===== src/core/tfmd_consts.vh =====
// constants for the task file memory decoder
`ifndef TFMD_CONSTS_VH
`define TFMD_CONSTS_VH
// configuration indexes
`define TFMD_CFG_MEM 2'h0
`define TFMD_CFG_IO16 2'h1
`define TFMD_CFG_PRI 2'h2
`define TFMD_CFG_SEC 2'h3
// register offsets
`define TFMD_OFS_DATA 4'h0
`define TFMD_OFS_ERRFEAT 4'h1
`define TFMD_OFS_SECCNT 4'h2
`define TFMD_OFS_SECNUM 4'h3
`define TFMD_OFS_CYLLO 4'h4
`define TFMD_OFS_CYLHI 4'h5
`define TFMD_OFS_CARDHEAD 4'h6
`define TFMD_OFS_STATCMD 4'h7
`define TFMD_OFS_DUPEVEN 4'h8
`define TFMD_OFS_DUPODD 4'h9
`define TFMD_OFS_DUPERR 4'hD
`define TFMD_OFS_ALTCTL 4'hE
`define TFMD_OFS_DRVADDR 4'hF
// address field positions
`define TFMD_A_ALIAS 10
`define TFMD_A_OFS_HI 3
// reset values
`define TFMD_RST_BYTE 8'h00
`define TFMD_RST_WORD 16'h0000
`define TFMD_RST_STATUS 8'h50
`define TFMD_RST_DRVADDR 8'hFF
// fastest legal cycle for advanced timing
`define TFMD_FAST_CYCLE_NS 250
`endif


===== src/core/tfmd_top.v =====
// common memory task file decoder with data port byte steering
// Functional notes
// - config index 0 selects memory mapping; other indexes turn decode off
// - 2KB memory window, data port FIFO-like
// - both enables: offset 0 is 16-bit
// - low-only bytes at 0: even then odd
// - high-only byte at 0: error/feature
// - offsets 8,9,D duplicate 0 and 1
// - repeated 8/0 or 8-9 step bytes
// - 9 then 8 gives odd then even
// - repeated word accesses step words
// - 400h-7FFh aliases offsets 8 and 9
// - word at 8: even low, odd high
// - decode A3-A0 when attr negated, A10 low
// - Eh altstatus/control, Fh drive address
`timescale 1ns/1ns
`default_nettype none
`include "tfmd_consts.vh"
module tfmd_top (
  input wire clk_in,
  input wire rst_n_in,
  input wire [10:0] addr_in,
  input wire attr_sel_n_in,
  input wire low_byte_enable_n_in,
  input wire high_byte_enable_n_in,
  input wire oe_n_in,
  input wire we_n_in,
  input wire [15:0] data_in,
  input wire [1:0] cfg_index_in,
  input wire [15:0] buf_rd_word_in,
  input wire [7:0] error_in,
  input wire [7:0] status_in,
  input wire [7:0] drive_addr_in,
  output reg [15:0] data_out,
  output reg [15:0] data_oe_out,
  output reg buf_rd_pop_out,
  output reg buf_wr_push_out,
  output reg [15:0] buf_wr_word_out,
  output reg [7:0] feature_out,
  output reg [7:0] sector_count_out,
  output reg [7:0] sector_number_out,
  output reg [7:0] cylinder_low_out,
  output reg [7:0] cylinder_high_out,
  output reg [7:0] card_head_out,
  output reg [7:0] command_out,
  output reg command_strobe_out,
  output reg [7:0] device_control_out
);
  // every host pin crosses two flops; it costs two cycles of latency
  // pin bundle: addr, attr, ce lo, ce hi, oe, we, data
  wire [31:0] pins_raw;
  wire [31:0] pins_s;
  assign pins_raw = {addr_in, attr_sel_n_in, low_byte_enable_n_in,
                     high_byte_enable_n_in, oe_n_in, we_n_in, data_in};
  tfmd_sync #(.WIDTH(32)) u_sync (
    .clk_in(clk_in),
    .rst_n_in(rst_n_in),
    .async_in(pins_raw),
    .sync_out(pins_s)
  );
  // synchronised pin views
  wire [10:0] a_s = pins_s[31:21];
  wire attr_n_s = pins_s[20];
  wire lo_n_s = pins_s[19];
  wire hi_n_s = pins_s[18];
  wire oe_n_s = pins_s[17];
  wire we_n_s = pins_s[16];
  wire [15:0] d_s = pins_s[15:0];

  // a strobe held low parks the machine in READ or WRITE, so one action
  // per assertion; the idle test still compares all three one-hot state bits
  // access states, one-hot
  localparam ST_IDLE = 3'b001;
  localparam ST_READ = 3'b010;
  localparam ST_WRITE = 3'b100;
  reg [2:0] state;
  reg [2:0] next_state;

  // attribute space belongs to another block; a low attribute select only
  // gates this decoder off
  // card enable seen this cycle; only memory mapping decodes here
  wire card_sel = !attr_n_s ? 1'b0 : (!lo_n_s || !hi_n_s);
  wire mem_cfg = (cfg_index_in == `TFMD_CFG_MEM);
  // oe and we low together is refused: neither a read nor a write
  wire rd_act = card_sel && mem_cfg && !oe_n_s && we_n_s;
  wire wr_act = card_sel && mem_cfg && !we_n_s && oe_n_s;

  // A10 high ignores A9-A1, so an auto-incrementing block move stays on
  // the data port
  // effective offset: the alias window folds onto 8/9, A9-A4 ignored
  reg [3:0] ofs;
  always @* begin
    if (a_s[`TFMD_A_ALIAS])
      ofs = a_s[0] ? `TFMD_OFS_DUPODD : `TFMD_OFS_DUPEVEN;
    else
      ofs = a_s[`TFMD_A_OFS_HI:0];
  end
  wire word_acc = !lo_n_s && !hi_n_s;
  wire hi_only = lo_n_s && !hi_n_s;
  // data ports: 0 and 8; odd-byte port 9
  wire is_data = (ofs == `TFMD_OFS_DATA) || (ofs == `TFMD_OFS_DUPEVEN);
  wire is_odd = (ofs == `TFMD_OFS_DUPODD);
  wire is_err = (ofs == `TFMD_OFS_ERRFEAT) || (ofs == `TFMD_OFS_DUPERR) ||
                ((ofs == `TFMD_OFS_DATA) && hi_only);

  // byte phase: low means next byte is the even one of the word
  // limitation: the phase is shared, so byte reads and byte writes must not
  // interleave inside one word
  reg odd_phase;
  reg odd_first; // odd byte already given through 9, even byte still due
  reg [15:0] rd_word; // current buffer word latched for byte reads
  reg rd_word_ok; // rd_word holds a live word
  reg [7:0] wr_even; // even byte waiting for its odd partner

  // the strobe must go high for one synced cycle before the next access
  // access state machine, one action per strobe assertion
  always @* begin
    case (state)
      ST_IDLE: begin
        if (rd_act)
          next_state = ST_READ;
        else if (wr_act)
          next_state = ST_WRITE;
        else
          next_state = ST_IDLE;
      end
      ST_READ: next_state = rd_act ? ST_READ : ST_IDLE;
      ST_WRITE: next_state = wr_act ? ST_WRITE : ST_IDLE;
      default: next_state = ST_IDLE;
    endcase
  end
  wire start_rd = (state == ST_IDLE) && rd_act;
  wire start_wr = (state == ST_IDLE) && wr_act;

  // evaluated every cycle but only captured on the first cycle of a read
  // read lane value for the current decode
  reg [15:0] rd_val;
  reg [15:0] rd_en;
  // cur_word falls back to the live head when nothing is latched
  // word reads fetch straight from the buffer; byte reads use cur_word, the latch once a first byte is taken
  wire [15:0] cur_word = rd_word_ok ? rd_word : buf_rd_word_in;
  always @* begin
    rd_val = `TFMD_RST_WORD;
    rd_en = 16'h0000;
    if (word_acc && (is_data || is_odd)) begin
      rd_val = buf_rd_word_in;
      rd_en = 16'hFFFF;
    end else if (hi_only) begin
      // high lane only; byte at odd register address or port 0
      rd_en = 16'hFF00;
      if (is_err)
        rd_val = {error_in, 8'h00};
      else if (is_data || is_odd)
        rd_val = {cur_word[15:8], 8'h00};
      else
        rd_val = {status_in, 8'h00};
    end else begin
      rd_en = word_acc ? 16'hFFFF : 16'h00FF;
      case (ofs)
        `TFMD_OFS_DATA, `TFMD_OFS_DUPEVEN: begin
          // after 9 went first the even byte is still owed
          if (odd_phase && !odd_first)
            rd_val[7:0] = cur_word[15:8];
          else
            rd_val[7:0] = cur_word[7:0];
        end
        `TFMD_OFS_DUPODD:
          rd_val[7:0] = cur_word[15:8];
        `TFMD_OFS_ERRFEAT, `TFMD_OFS_DUPERR: rd_val[7:0] = error_in;
        `TFMD_OFS_SECCNT: rd_val[7:0] = sector_count_out;
        `TFMD_OFS_SECNUM: rd_val[7:0] = sector_number_out;
        `TFMD_OFS_CYLLO: rd_val[7:0] = cylinder_low_out;
        `TFMD_OFS_CYLHI: rd_val[7:0] = cylinder_high_out;
        `TFMD_OFS_CARDHEAD: rd_val[7:0] = card_head_out;
        `TFMD_OFS_STATCMD, `TFMD_OFS_ALTCTL: rd_val[7:0] = status_in;
        `TFMD_OFS_DRVADDR: rd_val[7:0] = drive_addr_in;
        default: rd_val[7:0] = 8'h00; // holes at A,B,C read zero
      endcase
    end
  end

  // every output is a flop; the pulses clear by default each cycle
  // main sequential process: bus answer, buffer strobes, task file
  always @(posedge clk_in) begin
    if (!rst_n_in) begin
      state <= ST_IDLE;
      data_out <= `TFMD_RST_WORD;
      data_oe_out <= 16'h0000;
      buf_rd_pop_out <= 1'b0;
      buf_wr_push_out <= 1'b0;
      buf_wr_word_out <= `TFMD_RST_WORD;
      feature_out <= `TFMD_RST_BYTE;
      sector_count_out <= `TFMD_RST_BYTE;
      sector_number_out <= `TFMD_RST_BYTE;
      cylinder_low_out <= `TFMD_RST_BYTE;
      cylinder_high_out <= `TFMD_RST_BYTE;
      card_head_out <= `TFMD_RST_BYTE;
      command_out <= `TFMD_RST_BYTE;
      command_strobe_out <= 1'b0;
      device_control_out <= `TFMD_RST_BYTE;
      odd_phase <= 1'b0;
      odd_first <= 1'b0;
      rd_word <= `TFMD_RST_WORD;
      rd_word_ok <= 1'b0;
      wr_even <= `TFMD_RST_BYTE;
    end else begin
      state <= next_state;
      buf_rd_pop_out <= 1'b0;
      buf_wr_push_out <= 1'b0;
      command_strobe_out <= 1'b0;
      // lanes are captured on the first cycle of a read and held, so a pop
      // or a phase step during the strobe never changes what the host sees
      if (start_rd) begin
        data_out <= rd_val;
        data_oe_out <= rd_en;
      end else if (!rd_act) begin
        data_out <= `TFMD_RST_WORD;
        data_oe_out <= 16'h0000;
      end
      // buffer is sequential only, each word consumed once
      // a word read pops at once; low-lane byte reads pop on the second half, a high-lane byte at 8 or 9 pops at once
      if (start_rd && (is_data || is_odd)) begin
        if (word_acc) begin
          buf_rd_pop_out <= 1'b1;
          odd_phase <= 1'b0;
          odd_first <= 1'b0;
          rd_word_ok <= 1'b0;
        end else if (!hi_only && is_data && !odd_phase) begin
          rd_word <= buf_rd_word_in; // hold word for the odd byte
          rd_word_ok <= 1'b1;
          odd_phase <= 1'b1;
          odd_first <= 1'b0;
        end else if (!hi_only) begin
          // second byte by 8/0 or by 9: word done; 9 first only latches
          if (is_odd && !odd_phase) begin
            // 9 first: latch, then 8 gives the even byte
            rd_word <= buf_rd_word_in;
            rd_word_ok <= 1'b1;
            odd_phase <= 1'b1;
            odd_first <= 1'b1;
          end else begin
            buf_rd_pop_out <= 1'b1;
            odd_phase <= 1'b0;
            odd_first <= 1'b0;
            rd_word_ok <= 1'b0;
          end
        end else if (!is_err) begin
          // high lane alone at 8 or 9 takes the odd byte and ends the word
          buf_rd_pop_out <= 1'b1;
          odd_phase <= 1'b0;
          odd_first <= 1'b0;
          rd_word_ok <= 1'b0;
        end
      end
      // writes mirror reads: a word, or the odd half, pushes a full word
      if (start_wr) begin
        odd_first <= 1'b0; // a write clears odd_first but never rd_word_ok; a latched rd_word stays live
        if (word_acc && (is_data || is_odd)) begin
          buf_wr_word_out <= d_s;
          buf_wr_push_out <= 1'b1;
          odd_phase <= 1'b0;
        end else if (hi_only && is_err) begin
          feature_out <= d_s[15:8];
        end else if (hi_only && (is_data || is_odd)) begin
          buf_wr_word_out <= {d_s[15:8], wr_even};
          buf_wr_push_out <= 1'b1;
          odd_phase <= 1'b0;
        end else if (!hi_only) begin
          case (ofs)
            `TFMD_OFS_DATA, `TFMD_OFS_DUPEVEN: begin
              if (!odd_phase) begin
                wr_even <= d_s[7:0];
                odd_phase <= 1'b1;
              end else begin
                buf_wr_word_out <= {d_s[7:0], wr_even};
                buf_wr_push_out <= 1'b1;
                odd_phase <= 1'b0;
              end
            end
            `TFMD_OFS_DUPODD: begin
              buf_wr_word_out <= {d_s[7:0], wr_even};
              buf_wr_push_out <= 1'b1;
              odd_phase <= 1'b0;
            end
            `TFMD_OFS_ERRFEAT, `TFMD_OFS_DUPERR: feature_out <= d_s[7:0];
            `TFMD_OFS_SECCNT: sector_count_out <= d_s[7:0];
            `TFMD_OFS_SECNUM: sector_number_out <= d_s[7:0];
            `TFMD_OFS_CYLLO: cylinder_low_out <= d_s[7:0];
            `TFMD_OFS_CYLHI: cylinder_high_out <= d_s[7:0];
            `TFMD_OFS_CARDHEAD: card_head_out <= d_s[7:0];
            // command write also pulses the strobe for one cycle
            `TFMD_OFS_STATCMD: begin
              command_out <= d_s[7:0];
              command_strobe_out <= 1'b1;
            end
            `TFMD_OFS_ALTCTL: device_control_out <= d_s[7:0];
            default: ; // Fh writes reserved, holes ignored
          endcase
        end
      end
    end
  end
endmodule
`default_nettype wire


===== src/core/tfmd_sync.v =====
// two flip-flop synchroniser bank for host pins
`timescale 1ns/1ns
`default_nettype none
module tfmd_sync #(
  parameter WIDTH = 16
) (
  input wire clk_in,
  input wire rst_n_in,
  input wire [WIDTH-1:0] async_in,
  output reg [WIDTH-1:0] sync_out
);
  reg [WIDTH-1:0] stage1; // first stage, read only by sync_out
  genvar i;
  // one pair of flops per bit
  generate
    for (i = 0; i < WIDTH; i = i + 1) begin : g_bit
      always @(posedge clk_in) begin
        if (!rst_n_in) begin
          stage1[i] <= 1'b0;
          sync_out[i] <= 1'b0;
        end else begin
          stage1[i] <= async_in[i];
          sync_out[i] <= stage1[i];
        end
      end
    end
  endgenerate
endmodule
`default_nettype wire


===== config.mk =====
export PLATFORM = sky130hd
export DESIGN_NAME = tfmd_top
export DESIGN_NICKNAME = d
export VERILOG_FILES = /design/src/core/tfmd_top.v /design/src/core/tfmd_sync.v
export VERILOG_INCLUDE_DIRS = /design/src /design/src/core
export SDC_FILE = /design/constraint.sdc
export NUM_CORES = 1
export LEC_CHECK = 0
export CAP_MARGIN = 5
export CORE_MARGIN = 2
export CORE_UTILIZATION = 55
export CTS_CLUSTER_SIZE = 30
export DETAILED_ROUTE_END_ITERATION = 6
export DONT_BUFFER_PORTS = 1
export PLACE_DENSITY = 0.77
export SLEW_MARGIN = 10
export SYNTH_ARGS = -nofsm -noshare
export SYNTH_HDL_FRONTEND = slang
export SYNTH_HIERARCHICAL = 1
export SYNTH_SLANG_ARGS = --single-unit

===== constraint.sdc =====
create_clock -name clk_in -period 4.4 [get_ports clk_in]
set_clock_uncertainty 0.2 [all_clocks]
set_input_delay 0.22 -clock clk_in [delete_from_list [all_inputs] [get_ports clk_in]]
set_output_delay 0.22 -clock clk_in [all_outputs]
set_load 0.01 [all_outputs]

==> impl_metrics.json <==
{
  "status": "completed",
  "r2r-start": "state[0]",
  "finalCritPeriodShare": 0.7491,
  "reg2reg_slack_ns": 1.10,
  "critPathKind": "flip-flop to flip-flop",
  "critical_path_peak_fanout": 32,
  "dp_hpwl_mm": 15.83,
  "fin_total_pwr_uw": 3585,
  "rr_worst_depth": 6,
  "syn2layout_area_growth_pct": 13.80,
  "final_nets": 980,
  "clk_pin_slew_worst_paths_ns": 0.07,
  "cts_max_level": 4,
  "setup_viol": 0,
  "antenna_cells": 0,
  "gp_congestion": 0.9505,
  "nFillCells": 1241,
  "die_h_um": 127.1,
  "power_leakage_uw": 0.003562,
  "whs_path_depth": 2,
  "rsz0062_at_grt": "false",
  "critPathLaunchType": "flip-flop",
  "antenna_found_initial": 0,
  "synth_area_per_cell_um2": 9.267,
  "min_to": "sector_number_out[1]",
  "min-delay-start": "rst_n_in",
  "cts.sinks": 183,
  "drive_gt1_frac": 0.1461,
  "synth_warnings": 6,
  "max_freq_ghz": 0.3034,
  "regArea_um2": 3664,
  "overflow": 0,
  "port_buffers": 0,
  "postCtsSetupBuffers": 0,
  "timing.setup.tns_ns": 0,
  "drt_pre_antenna_iters": 6,
  "wire_per_inst_um": 22.03,
  "worst_r2r_endpoint": "cylinder_low_out[2]",
  "grt_pass1_vias": 6742,
  "hold_class": "input port to flip-flop",
  "syn_nets": 976,
  "grt_start_max_net_pins": 117,
  "hold_viol": 0,
  "worstSetupEndpointType": "flip-flop",
  "critPathRequiredTime_ns": 4.55,
  "root_buffer": "clkbuf_16",
  "max-slew-margin-rel": 0.2659,
  "netlist_area_um2": 8340,
  "die_area_um2": 16170,
  "io-pin-count": 191,
  "row_count": 45,
  "die_w_um": 127.1,
  "cts_max_path_buffers": 2,
  "power_density_nw_per_um2": 377.7,
  "track_usage": 0.3007,
  "core_um2": 15030,
  "finalCriticalPeriod_ns": 3.296,
  "ant_nets": 0,
  "synthCells": 900,
  "maxCapViolCount": 0,
  "slew_viol_final": 0,
  "vias_per_cell": 6.333,
  "ir_worst_vdd_mv": 0.3375,
  "vias": 6998,
  "tightest_slew_ns": 1.099,
  "start_util": 0.5548,
  "clock_latency_ns": 0.44,
  "drt_iter0_markers": 712,
  "grt_pass1_wl_mm": 37.68,
  "critical_path_arrival_ns": 3.45,
  "drt_drc_violations_left": 0,
  "cts_tree": "yes",
  "cts-buffers-inserted": 17,
  "wl_mm": 24.35,
  "multi_input_area_um2": 4232
}
## worst max-delay path by stage
stage / startpoint / to / slack, ns / cells after the start
after global placement: state[0] / cylinder_low_out[2] / 1.29 / 6
after floorplan: u_sync/sync_out[24] / data_out[3] / 2.30 / 8
after detailed placement: state[0] / cylinder_low_out[2] / 1.16 / 6
after CTS: state[0] / cylinder_low_out[2] / 1.10 / 6
after global routing: state[0] / cylinder_low_out[2] / 0.92 / 6
final: state[0] / cylinder_low_out[2] / 1.10 / 6
## cell usage in the layout (no fill, tap or decap), types with 4 or more instances in the layout
master	count
o21a_1	10
nor2b_1	5
o211ai_1	16
a221oi_1	15
mux2i_1	73
nand3_1	8
nand2_1	137
inv_6	6
a22oi_1	9
nor3_1	14
buf_4	13
clkbuf_16	17
a21oi_1	55
dfxtp_1	183
and2_2	52
a211oi_1	18
o21ai_0	22
or3b_2	4
nand4b_1	6
and3_1	16
nand2b_1	5
nand4_1	13
a2111oi_0	9
dlygate4sd3_1	59
a21o_1	9
nor3b_1	14
nor2_1	34
mux4_2	7
mux2_2	4
a21boi_0	11
## critical path, cell delays in order (launching register included)
cell,delay [ns]
dfxtp_1,0.41
nor3b_4,0.22
buf_4,0.36
and4_1,0.80
o21ai_2,0.22
nor4_4,0.73
mux2i_1,0.26
## registers in the layout, indices dropped and copies added (netlist names)
register            flops
cylinder_low_out        8
rd_word                16
sector_number_out       8
buf_wr_word_out        16
command_out             8
odd_first               1
cylinder_high_out       8
feature_out             8
state                   3
odd_phase               1
data_oe_out             2
card_head_out           8
rd_word_ok              1
sector_count_out        8
u_sync/stage1          26
buf_rd_pop_out          1
wr_even                 8
u_sync/sync_out        26
device_control_out      8
command_strobe_out      1
data_out               16
buf_wr_push_out         1
## metrics by stage
stage / cells / instance area [µm²] / util / worst slack (ns) / hold WS (ns)
floorplan: 900 / 8341 / - / 2.304 / 0.1562
global placement: 1013 / 8239 / 0.5481 / 1.289 / 0.1615
detailed placement: 1013 / 8239 / 0.5481 / 1.161 / 0.1636
CTS: 1105 / 9492 / 0.6314 / 1.102 / 0.001988
global route: 1105 / 9492 / 0.6314 / 0.9200 / 0.02835
finish: 1105 / 9492 / 0.6314 / 1.104 / 0.004864
## metal layers
metal	global-route usage	vias to the layer above	part of all wire
met5	0	-	0
met4	0.1390	0	0.042
met3	0.07663	69	0.095
met2	0.5000	389	0.48
met1	0.3677	3318	0.38
li1	-	3222	-
## where the power goes
part / internal [µW] / leakage (µW) / switching [µW] / total, µW
Sequential: 1680 / 0.00148 / 16.9 / 1690
Clock: 944 / 0.000310 / 690 / 1630
Combinational: 104 / 0.00177 / 151 / 255
Total: 2730 / 0.00356 / 858 / 3580
## final cells by class
class,count,share of cell area
Multi-Input combinational cell,626,0.4458
Sequential cell,183,0.3860
Timing Repair Buffer,73,0.07540
Clock buffer,19,0.04772
Tap cell,188,0.02478
Clock inverter,13,0.01911
Inverter,3,0.001186
## timing repair
| item | 4_1_cts | 5_1_grt |
|---|---|---|
| resized for setup | 0 | 0 |
| endpoints found under the setup margin | 0 | 0 |
| hold endpoints to repair | 143 | 0 |
| hold buffers | 60 | 0 |
Power figures use the tool's default switching activity.
